`src/tws_pkg.sv`:
```
// package: register map, status codes and timing of the two-wire master
package tws_pkg;
  // ----------------------------------------
  // register map (index, byte address is 4x)
  // ----------------------------------------
  localparam int         ADDR_W   = 10;
  localparam logic [7:0] IDX_CTRL = 8'hAA;
  localparam logic [7:0] IDX_CODE = 8'hAB;
  localparam logic [7:0] IDX_BYTE = 8'hAD;
  // ----------------------------------------
  // control fields and reset values
  // ----------------------------------------
  localparam int CB_RATE_HI  = 7;
  localparam int CB_ON       = 6;
  localparam int CB_STA      = 5;
  localparam int CB_STO      = 4;
  localparam int CB_SI       = 3;
  localparam int CB_AA       = 2;
  localparam int CB_RATE_MID = 1;
  localparam int CB_RATE_LO  = 0;
  localparam logic [7:0] CTRL_RST = 8'h00;
  localparam logic [7:0] CODE_RST = 8'hF8;
  localparam logic [7:0] BYTE_RST = 8'hFF;
  // ----------------------------------------
  // state codes
  // ----------------------------------------
  localparam logic [7:0] SC_START    = 8'h08;
  localparam logic [7:0] SC_RSTART   = 8'h10;
  localparam logic [7:0] SC_AW_ACK   = 8'h18;
  localparam logic [7:0] SC_AW_NACK  = 8'h20;
  localparam logic [7:0] SC_DT_ACK   = 8'h28;
  localparam logic [7:0] SC_DT_NACK  = 8'h30;
  localparam logic [7:0] SC_ARB_LOST = 8'h38;
  localparam logic [7:0] SC_AR_ACK   = 8'h40;
  localparam logic [7:0] SC_AR_NACK  = 8'h48;
  localparam logic [7:0] SC_DR_ACK   = 8'h50;
  localparam logic [7:0] SC_DR_NACK  = 8'h58;
  // ----------------------------------------
  // timing
  // ----------------------------------------
  localparam int CLK_HZ       = 100_000_000;
  localparam int BASE_RATE_HZ = 100_000;
  localparam int QDIV_BASE    = CLK_HZ / (4 * BASE_RATE_HZ);
  localparam logic [1:0] RESP_OKAY   = 2'h0;
  localparam logic [1:0] RESP_SLVERR = 2'h2;
  typedef enum logic [2:0] {
    ST_IDLE, ST_WAIT, ST_START, ST_BYTE, ST_HOLD, ST_STOP
  } tws_state_t;
endpackage : tws_pkg

```
`src/tws_master.sv`:
```
// module: two-wire bus master engine with AXI4-Lite registers
`timescale 1ns/1ps
// Overview of operation
// - START only once bus seen free
// - after START: flag set, code 08h
// - after repeated START: flag, code 10h
// - address direction bit picks transmit/receive
// - write address: 18h, 20h or 38h
// - data sent: 28h ack, 30h nack
// - byte writes ignored while flag low
// - no bus activity while flag set
// - halt alone: STOP, then halt cleared
// - halt with begin: STOP then START
// - begin alone after result: repeated START
// - arbitration lost: release or START later
// - in 10h, loaded address picks mode
// - read address: 40h, 48h or 38h
// - receive byte, answer per ack_grant
// - received: 50h/58h, byte readable
// - read high, ack low, eight bits
// - SCL held low while flag set, except after arbitration loss
// - no flag after STOP
// - code low bits zero
// - three rate bits pick bit rate
module tws_master import tws_pkg::*; #(
  parameter int QDIV = QDIV_BASE
) (
  input  wire logic              aclk,
  input  wire logic              aresetn,
  input  wire logic [ADDR_W-1:0] awaddr,
  input  wire logic              awvalid,
  output logic                   awready,
  input  wire logic [31:0]       wdata,
  input  wire logic [3:0]        wstrb,
  input  wire logic              wvalid,
  output logic                   wready,
  output logic [1:0]             bresp,
  output logic                   bvalid,
  input  wire logic              bready,
  input  wire logic [ADDR_W-1:0] araddr,
  input  wire logic              arvalid,
  output logic                   arready,
  output logic [31:0]            rdata,
  output logic [1:0]             rresp,
  output logic                   rvalid,
  input  wire logic              rready,
  input  wire logic              scl_in,
  output logic                   scl_out,
  output logic                   scl_oe,
  input  wire logic              sda_in,
  output logic                   sda_out,
  output logic                   sda_oe
);
  if (QDIV < 1 || QDIV > 65535) begin : g_bad_qdiv
    $error("QDIV out of range");
  end
  // ----------------------------------------
  // declarations
  // ----------------------------------------
  tws_state_t  st_r;
  logic [1:0]  q_r;
  logic [3:0]  bit_r;
  logic [7:0]  sh_r, byte_r, ctrl_r, ctrl_nxt, wdat_r;
  logic [4:0]  code_r;
  logic        rx_r, addr_r, lost_r, rep_r, ack_r, busy_r, tick_r;
  logic        aw_hold_r, w_hold_r, wstb_r;
  logic [7:0]  widx_r;
  logic [15:0] div_r;
  logic [1:0]  scl_s_r, sda_s_r;
  logic        sda_d_r;
  // ----------------------------------------
  // decode
  // ----------------------------------------
  wire       on     = ctrl_r[CB_ON];
  wire       begin_cond_req    = ctrl_r[CB_STA];
  wire       halt_cond_req    = ctrl_r[CB_STO];
  wire       si     = ctrl_r[CB_SI];
  wire       aa     = ctrl_r[CB_AA];
  wire [2:0] rate   = {ctrl_r[CB_RATE_HI], ctrl_r[CB_RATE_MID],
                       ctrl_r[CB_RATE_LO]};
  wire       scl_s  = scl_s_r[1];
  wire       sda_s  = sda_s_r[1];
  wire       aw_tk  = awvalid & awready;
  wire       w_tk   = wvalid & wready;
  wire       ar_tk  = arvalid & arready;
  wire       wr_go  = aw_hold_r & w_hold_r & ~bvalid;
  wire       w_hit  = widx_r == IDX_CTRL || widx_r == IDX_CODE ||
                      widx_r == IDX_BYTE;
  wire       ctl_wr = wr_go & wstb_r & widx_r == IDX_CTRL;
  wire       byt_wr = wr_go & wstb_r & widx_r == IDX_BYTE;
  wire [7:0] ridx   = araddr[9:2];
  wire       r_hit  = ridx == IDX_CTRL || ridx == IDX_CODE ||
                      ridx == IDX_BYTE;
  wire [7:0] rd_val = ridx == IDX_CTRL ? ctrl_r :
                      ridx == IDX_CODE ? {code_r, 3'h0} :
                      ridx == IDX_BYTE ? byte_r : 8'h00;
  wire [15:0] qsh   = 16'(QDIV) >> rate;
  wire [15:0] qdiv  = qsh == 16'h0000 ? 16'h0001 : qsh;
  wire       rxd    = rx_r & ~addr_r;
  wire       step   = tick_r & (q_r != 2'd2 | scl_s);
  wire       start_end = st_r == ST_START & q_r == 2'd3 & tick_r;
  wire       byte_end  = st_r == ST_BYTE & q_r == 2'd3 & tick_r &
                         bit_r == 4'd8;
  wire       stop_end  = st_r == ST_STOP & q_r == 2'd2 & step;
  wire       arb_loss  = st_r == ST_BYTE & q_r == 2'd2 & step & ~rxd &
                         bit_r < 4'd8 & sh_r[7] & ~sda_s;
  wire       si_set    = start_end | byte_end | arb_loss;
  wire       release_go = st_r == ST_HOLD & ~si;
  wire [7:0] end_code =
    addr_r ? (sh_r[0] ? (ack_r ? SC_AR_NACK : SC_AR_ACK)
                      : (ack_r ? SC_AW_NACK : SC_AW_ACK)) :
    rxd    ? (aa ? SC_DR_ACK : SC_DR_NACK) :
             (ack_r ? SC_DT_NACK : SC_DT_ACK);
  // ----------------------------------------
  // axi4-lite slave
  // ----------------------------------------
  always_ff @(posedge aclk) begin
    if (!aresetn) begin
      aw_hold_r <= 1'b0;
      w_hold_r  <= 1'b0;
      awready   <= 1'b0;
      wready    <= 1'b0;
      bvalid    <= 1'b0;
      bresp     <= RESP_OKAY;
      widx_r    <= 8'h00;
      wdat_r    <= 8'h00;
      wstb_r    <= 1'b0;
    end else begin
      if (aw_tk) widx_r <= awaddr[9:2];
      if (w_tk) begin
        wdat_r <= wdata[7:0];
        wstb_r <= wstrb[0];
      end
      aw_hold_r <= aw_tk | (aw_hold_r & ~wr_go);
      w_hold_r  <= w_tk | (w_hold_r & ~wr_go);
      awready   <= ~(aw_tk | (aw_hold_r & ~wr_go));
      wready    <= ~(w_tk | (w_hold_r & ~wr_go));
      if (wr_go) begin
        bvalid <= 1'b1;
        bresp  <= w_hit ? RESP_OKAY : RESP_SLVERR;
      end else if (bready) bvalid <= 1'b0;
    end
  end
  always_ff @(posedge aclk) begin
    if (!aresetn) begin
      arready <= 1'b0;
      rvalid  <= 1'b0;
      rdata   <= 32'h0000_0000;
      rresp   <= RESP_OKAY;
    end else begin
      arready <= ~(ar_tk | (rvalid & ~rready));
      if (ar_tk) begin
        rvalid <= 1'b1;
        rdata  <= {24'h00_0000, rd_val};
        rresp  <= r_hit ? RESP_OKAY : RESP_SLVERR;
      end else if (rready) rvalid <= 1'b0;
    end
  end
  // ----------------------------------------
  // control, code and byte registers
  // ----------------------------------------
  always_comb begin
    ctrl_nxt = ctl_wr ? wdat_r : ctrl_r;
    ctrl_nxt[CB_SI] = si_set | (si & ~(ctl_wr & ~wdat_r[CB_SI]));
    ctrl_nxt[CB_STO] = ctl_wr ? wdat_r[CB_STO] : halt_cond_req & ~stop_end;
  end
  always_ff @(posedge aclk) begin
    if (!aresetn) ctrl_r <= CTRL_RST;
    else ctrl_r <= ctrl_nxt;
  end
  always_ff @(posedge aclk) begin
    if (!aresetn) code_r <= CODE_RST[7:3];
    else if (start_end) code_r <= rep_r ? SC_RSTART[7:3] : SC_START[7:3];
    else if (arb_loss) code_r <= SC_ARB_LOST[7:3];
    else if (byte_end) code_r <= end_code[7:3];
  end
  always_ff @(posedge aclk) begin
    if (!aresetn) byte_r <= BYTE_RST;
    else if (byte_end) byte_r <= sh_r;
    else if (byt_wr && si) byte_r <= wdat_r;
  end
  // ----------------------------------------
  // pin sync, bus monitor, rate divider
  // ----------------------------------------
  always_ff @(posedge aclk) begin
    if (!aresetn) begin
      scl_s_r <= 2'h3;
      sda_s_r <= 2'h3;
      sda_d_r <= 1'b1;
      busy_r  <= 1'b0;
      div_r   <= 16'h0000;
      tick_r  <= 1'b0;
      scl_out <= 1'b0;
      sda_out <= 1'b0;
    end else begin
      scl_s_r <= {scl_s_r[0], scl_in};
      sda_s_r <= {sda_s_r[0], sda_in};
      sda_d_r <= sda_s;
      if (scl_s & sda_d_r & ~sda_s) busy_r <= 1'b1;
      else if (scl_s & ~sda_d_r & sda_s) busy_r <= 1'b0;
      tick_r <= div_r == 16'h0000;
      div_r  <= div_r == 16'h0000 ? qdiv - 16'h0001 : div_r - 16'h0001;
    end
  end
  // ----------------------------------------
  // bus engine
  // ----------------------------------------
  always_ff @(posedge aclk) begin
    if (!aresetn || !on) begin
      st_r <= ST_IDLE;
      q_r <= 2'd0;
      bit_r <= 4'd0;
      sh_r <= 8'h00;
      rx_r <= 1'b0;
      addr_r <= 1'b0;
      lost_r <= 1'b0;
      rep_r <= 1'b0;
      ack_r <= 1'b1;
      scl_oe <= 1'b0;
      sda_oe <= 1'b0;
    end else begin
      unique case (st_r)
        ST_IDLE: if (begin_cond_req && !si) st_r <= ST_WAIT;
        ST_WAIT: if (!busy_r && tick_r) begin
          st_r <= ST_START;
          q_r <= 2'd0;
          rep_r <= 1'b0;
          lost_r <= 1'b0;
        end
        ST_START: if (step) begin
          q_r <= q_r + 2'd1;
          if (q_r == 2'd0) sda_oe <= 1'b0;
          if (q_r == 2'd1) scl_oe <= 1'b0;
          if (q_r == 2'd2) sda_oe <= 1'b1;
          if (q_r == 2'd3) begin
            scl_oe <= 1'b1;
            addr_r <= 1'b1;
            st_r <= ST_HOLD;
          end
        end
        ST_BYTE: if (step) begin
          q_r <= q_r + 2'd1;
          if (q_r == 2'd0)
            sda_oe <= bit_r == 4'd8 ? rxd & aa : ~rxd & ~sh_r[7];
          if (q_r == 2'd1) scl_oe <= 1'b0;
          if (q_r == 2'd2) begin
            if (bit_r == 4'd8) ack_r <= sda_s;
            else sh_r <= {sh_r[6:0], sda_s};
          end
          if (arb_loss) begin
            lost_r <= 1'b1;
            sda_oe <= 1'b0;
            st_r <= ST_HOLD;
          end
          if (q_r == 2'd3) begin
            scl_oe <= 1'b1;
            bit_r <= bit_r + 4'd1;
            if (bit_r == 4'd8) begin
              st_r <= ST_HOLD;
              if (addr_r) rx_r <= sh_r[0];
              addr_r <= 1'b0;
            end
          end
        end
        ST_HOLD: if (release_go) begin
          q_r <= 2'd0;
          bit_r <= 4'd0;
          if (halt_cond_req) st_r <= ST_STOP;
          else if (begin_cond_req && lost_r) st_r <= ST_WAIT;
          else if (begin_cond_req) begin
            st_r <= ST_START;
            rep_r <= 1'b1;
          end else if (lost_r) begin
            st_r <= ST_IDLE;
            lost_r <= 1'b0;
          end else begin
            st_r <= ST_BYTE;
            sh_r <= byte_r;
          end
        end
        ST_STOP: if (step) begin
          q_r <= q_r + 2'd1;
          if (q_r == 2'd0) sda_oe <= 1'b1;
          if (q_r == 2'd1) scl_oe <= 1'b0;
          if (q_r == 2'd2) begin
            sda_oe <= 1'b0;
            lost_r <= 1'b0;
            st_r <= begin_cond_req ? ST_WAIT : ST_IDLE;
          end
        end
      endcase
    end
  end
endmodule : tws_master

```
`config.mk`:
```
export PLATFORM = sky130hd
export DESIGN_NAME = tws_master
export DESIGN_NICKNAME = d
export VERILOG_FILES = /design/src/tws_pkg.sv /design/src/tws_master.sv
export SDC_FILE = /design/constraint.sdc
export NUM_CORES = 1
export LEC_CHECK = 0
export BUFFER_PORTS_ARGS = -buffer_cell sky130_fd_sc_hd__buf_4
export CAP_MARGIN = 20
export CORE_ASPECT_RATIO = 1.75
export CORE_MARGIN = 1.5
export CORE_UTILIZATION = 50
export CTS_CLUSTER_DIAMETER = 30
export DETAILED_ROUTE_END_ITERATION = 8
export HOLD_SLACK_MARGIN = 0.15
export PLACE_DENSITY = 0.74
export SLEW_MARGIN = 20
export SYNTH_ARGS = -nofsm -noshare
export SYNTH_HDL_FRONTEND = slang
export SYNTH_SLANG_ARGS = --single-unit
```
`constraint.sdc`:
```
create_clock -name aclk -period 2.5 [get_ports aclk]
set_clock_uncertainty 0.1 [all_clocks]
set_input_delay 0.125 -clock aclk [delete_from_list [all_inputs] [get_ports aclk]]
set_output_delay 0.125 -clock aclk [all_outputs]
set_load 0.01 [all_outputs]
```
==> metrics.txt <==
WP data required=2650 ps; Startpoint Class=flip-flop; share of cells above drive strength 1=16.0%; Skew-Pair Late Insertion Delay=350 ps; syn_area_per_cell=8.23 µm²; commonest cells in the netlist=dfxtp_1 (102), nand2_1 (78), nor2_1 (61), a21oi_1 (59), buf_4 (29); # DRC=0; Worst Hold Class=input port to flip-flop; Fin Setup TNS=0 ps; max-cap violation count=0; H-tree levels=3; clock root cell=clkbuf_16; Critical Path Sink=st_r[0]; Sink Count=102; maximum VDD drop=740 µV; fin crit period=2350 ps; Worst-Margin Slew=624 ps; Die W=79.7 µm; # IOs=110; GP Congestion=0.998; cells after synthesis=625; Routed WL=14200 µm; power per standard cell area=711 nW/µm²; Async SR Flop Fraction=0%; GR Overflow Total=0; Initial Util=51.9%; Yosys cell types=65; Area contributors post-synth=dfxtp_1 (40%), a21oi_1 (5.7%), nand2_1 (5.7%); vias in the first global route=4727; count leader, synth=dfxtp_1; Hold Fails Final Rpt=0; dpl hpwl=9990 µm; Worst-path clk slew=70 ps; Crit. Startpoint=q_r[0]; DR iter-0 viols=235; Final Slew Violations=0; R2R cell count=7; # setup viols final=0; GRT Util Overall=26.4%; Leak=2.55 nW; Site Rows=48; Achievable Freq=0.426 GHz; fin util=63.4%; R2R Path End=st_r[0]; Via density=5.65; EDFF count, synth=0; area delta synth->final=22.2%; drt pass-1 iters=5; area leader, netlist=dfxtp_1; Ys Warns=0; Core Footprint=9910 µm²; cell area after synthesis=5140 µm²; die area=10900 µm²; Slew headroom=58.4%; Die Y=137 µm; top cell type's share of synthesized area=39.7%; total number of vias=4761; Seq/Total Area, Yosys=39.7%; PortBufs=50; Worst R2R Setup Slack=150 ps; CTS tree=built; ANT nets after route=0; ys flop type=dfxtp_1; RSZ-0062 raised after global routing=false; outcome=completed; antenna cells=0; nets=788; FF+latch count, synth=102; critical path class=flip-flop to flip-flop; RR Startpoint=q_r[0]; Worst Setup End Kind=flip-flop; maximum number of pins on one net before global-route repair=36; crit path DAT=2500 ps; Avg WL per Cell=16.9 µm; CTS buffer count=9; Filler Cell Count=836; worst-case clock buffer depth=2; Pwr Total=4.47 mW; antenna violations before repair=0; period utilisation layout=94.0%; Max Fanout on Critical Path=8; first-pass GRT wire length=22100 µm
-- where the power goes --
| group | total (mW) | leakage, nW | internal, mW | switching [mW] |
|---|---|---|---|---|
| Combinational | 1.23 | 1.58 | 0.580 | 0.650 |
| Clock | 1.37 | 0.142 | 0.739 | 0.633 |
| Sequential | 1.87 | 0.831 | 1.75 | 0.118 |
| Total | 4.47 | 2.55 | 3.07 | 1.40 |
-- critical path: stages (launching register included) --
cell	delay, ps
dfxtp_1	440
inv_1	120
ha_1	310
nand3_1	250
nor3_1	110
a211oi_1	560
nor4b_1	110
a211oi_1	250
-- how the worst min path moves through the flow --
stage	depth (start not counted)	slack (ps)	to	startpoint
6_report	4	180	wdat_r[3]	wvalid
5_1_grt	4	230	wdat_r[1]	wvalid
4_1_cts	4	170	wdat_r[3]	wvalid
3_5_place_dp	2	220	scl_s_r[0]	scl_in
3_3_place_gp	2	210	scl_s_r[0]	scl_in
2_1_floorplan	1	130	scl_s_r[0]	scl_in
-- per-layer routing --
| metal | wire [µm] | track usage [%] |
|---|---|---|
| met1 | 5100 | 25.4 |
| met2 | 7900 | 51.6 |
| met3 | 466 | 2.19 |
| met4 | 738 | 17.5 |
| met5 | 0 | 0 |
-- cell type report --
| type | count | area [µm²] | area share, % |
|---|---|---|---|
| timing repair buffer | 110 | 908 | 14.5 |
| clock inverter | 5 | 42.5 | 0.677 |
| multi-input combinational | 470 | 2810 | 44.6 |
| sequential | 102 | 2050 | 32.6 |
| inverter | 19 | 71.3 | 1.14 |
| tap | 125 | 156 | 2.49 |
| clock buffer | 11 | 253 | 4.02 |
-- cells in the final DEF, fill, tap and decap left out, types with 7 or more instances in the layout --
master / instances
dfxtp_1: 98
nand2_1: 78
buf_4: 77
nor2_1: 60
a21oi_1: 59
dlygate4sd3_1: 33
conb_1: 28
mux2i_1: 24
nand2b_1: 19
nor3_1: 19
inv_1: 18
o21ai_0: 16
nand3_1: 16
ha_1: 11
and2_1: 9
clkbuf_16: 9
xnor2_1: 8
nand4_1: 7
o21a_1: 7
-- cells by family (layout without fill, tap and decap cells) --
group                    count (synthesis)  count (layout)  share of synthesized area (%)
flip-flops                             102             102                           39.7
XOR/XNOR                                10              10                           1.70
AND/OR/NAND/NOR                        252             252                           24.1
buffers and inverters                   80             145                           8.42
AO/OA/AOI/OAI                          144             144                           18.4
adder cells (fa/ha/maj)                 11              11                           2.68
multiplexers                            25              25                           4.89
other                                    1              28                         0.0729
-- metrics by stage --
stage	cells	cell area, µm²	hold WS [ps]	setup slack (ps)
6_report	842	6280	183	151
5_1_grt	842	6280	230	27.6
4_1_cts	842	6240	170	74.6
3_5_place_dp	793	5620	215	140
3_3_place_gp	793	5620	208	152
2_1_floorplan	652	5250	126	169
-- registers in the layout, indices dropped and copies added, names as in the netlist, 3 cells and up, named ones only --
name and cells:
bit_r 4, wdat_r 8, code_r 5, div_r 16, st_r 3, sh_r 8, ctrl_r 8, byte_r 8
rdata 8, widx_r 8
-- what timing repair did --
item,CTS,global route
hold buffers,33,0
setup buffers,0,0
endpoints found under the hold margin,39,0
resized for setup,0,11
endpoints found under the setup margin,0,5
(Power assumes the default switching activity.)
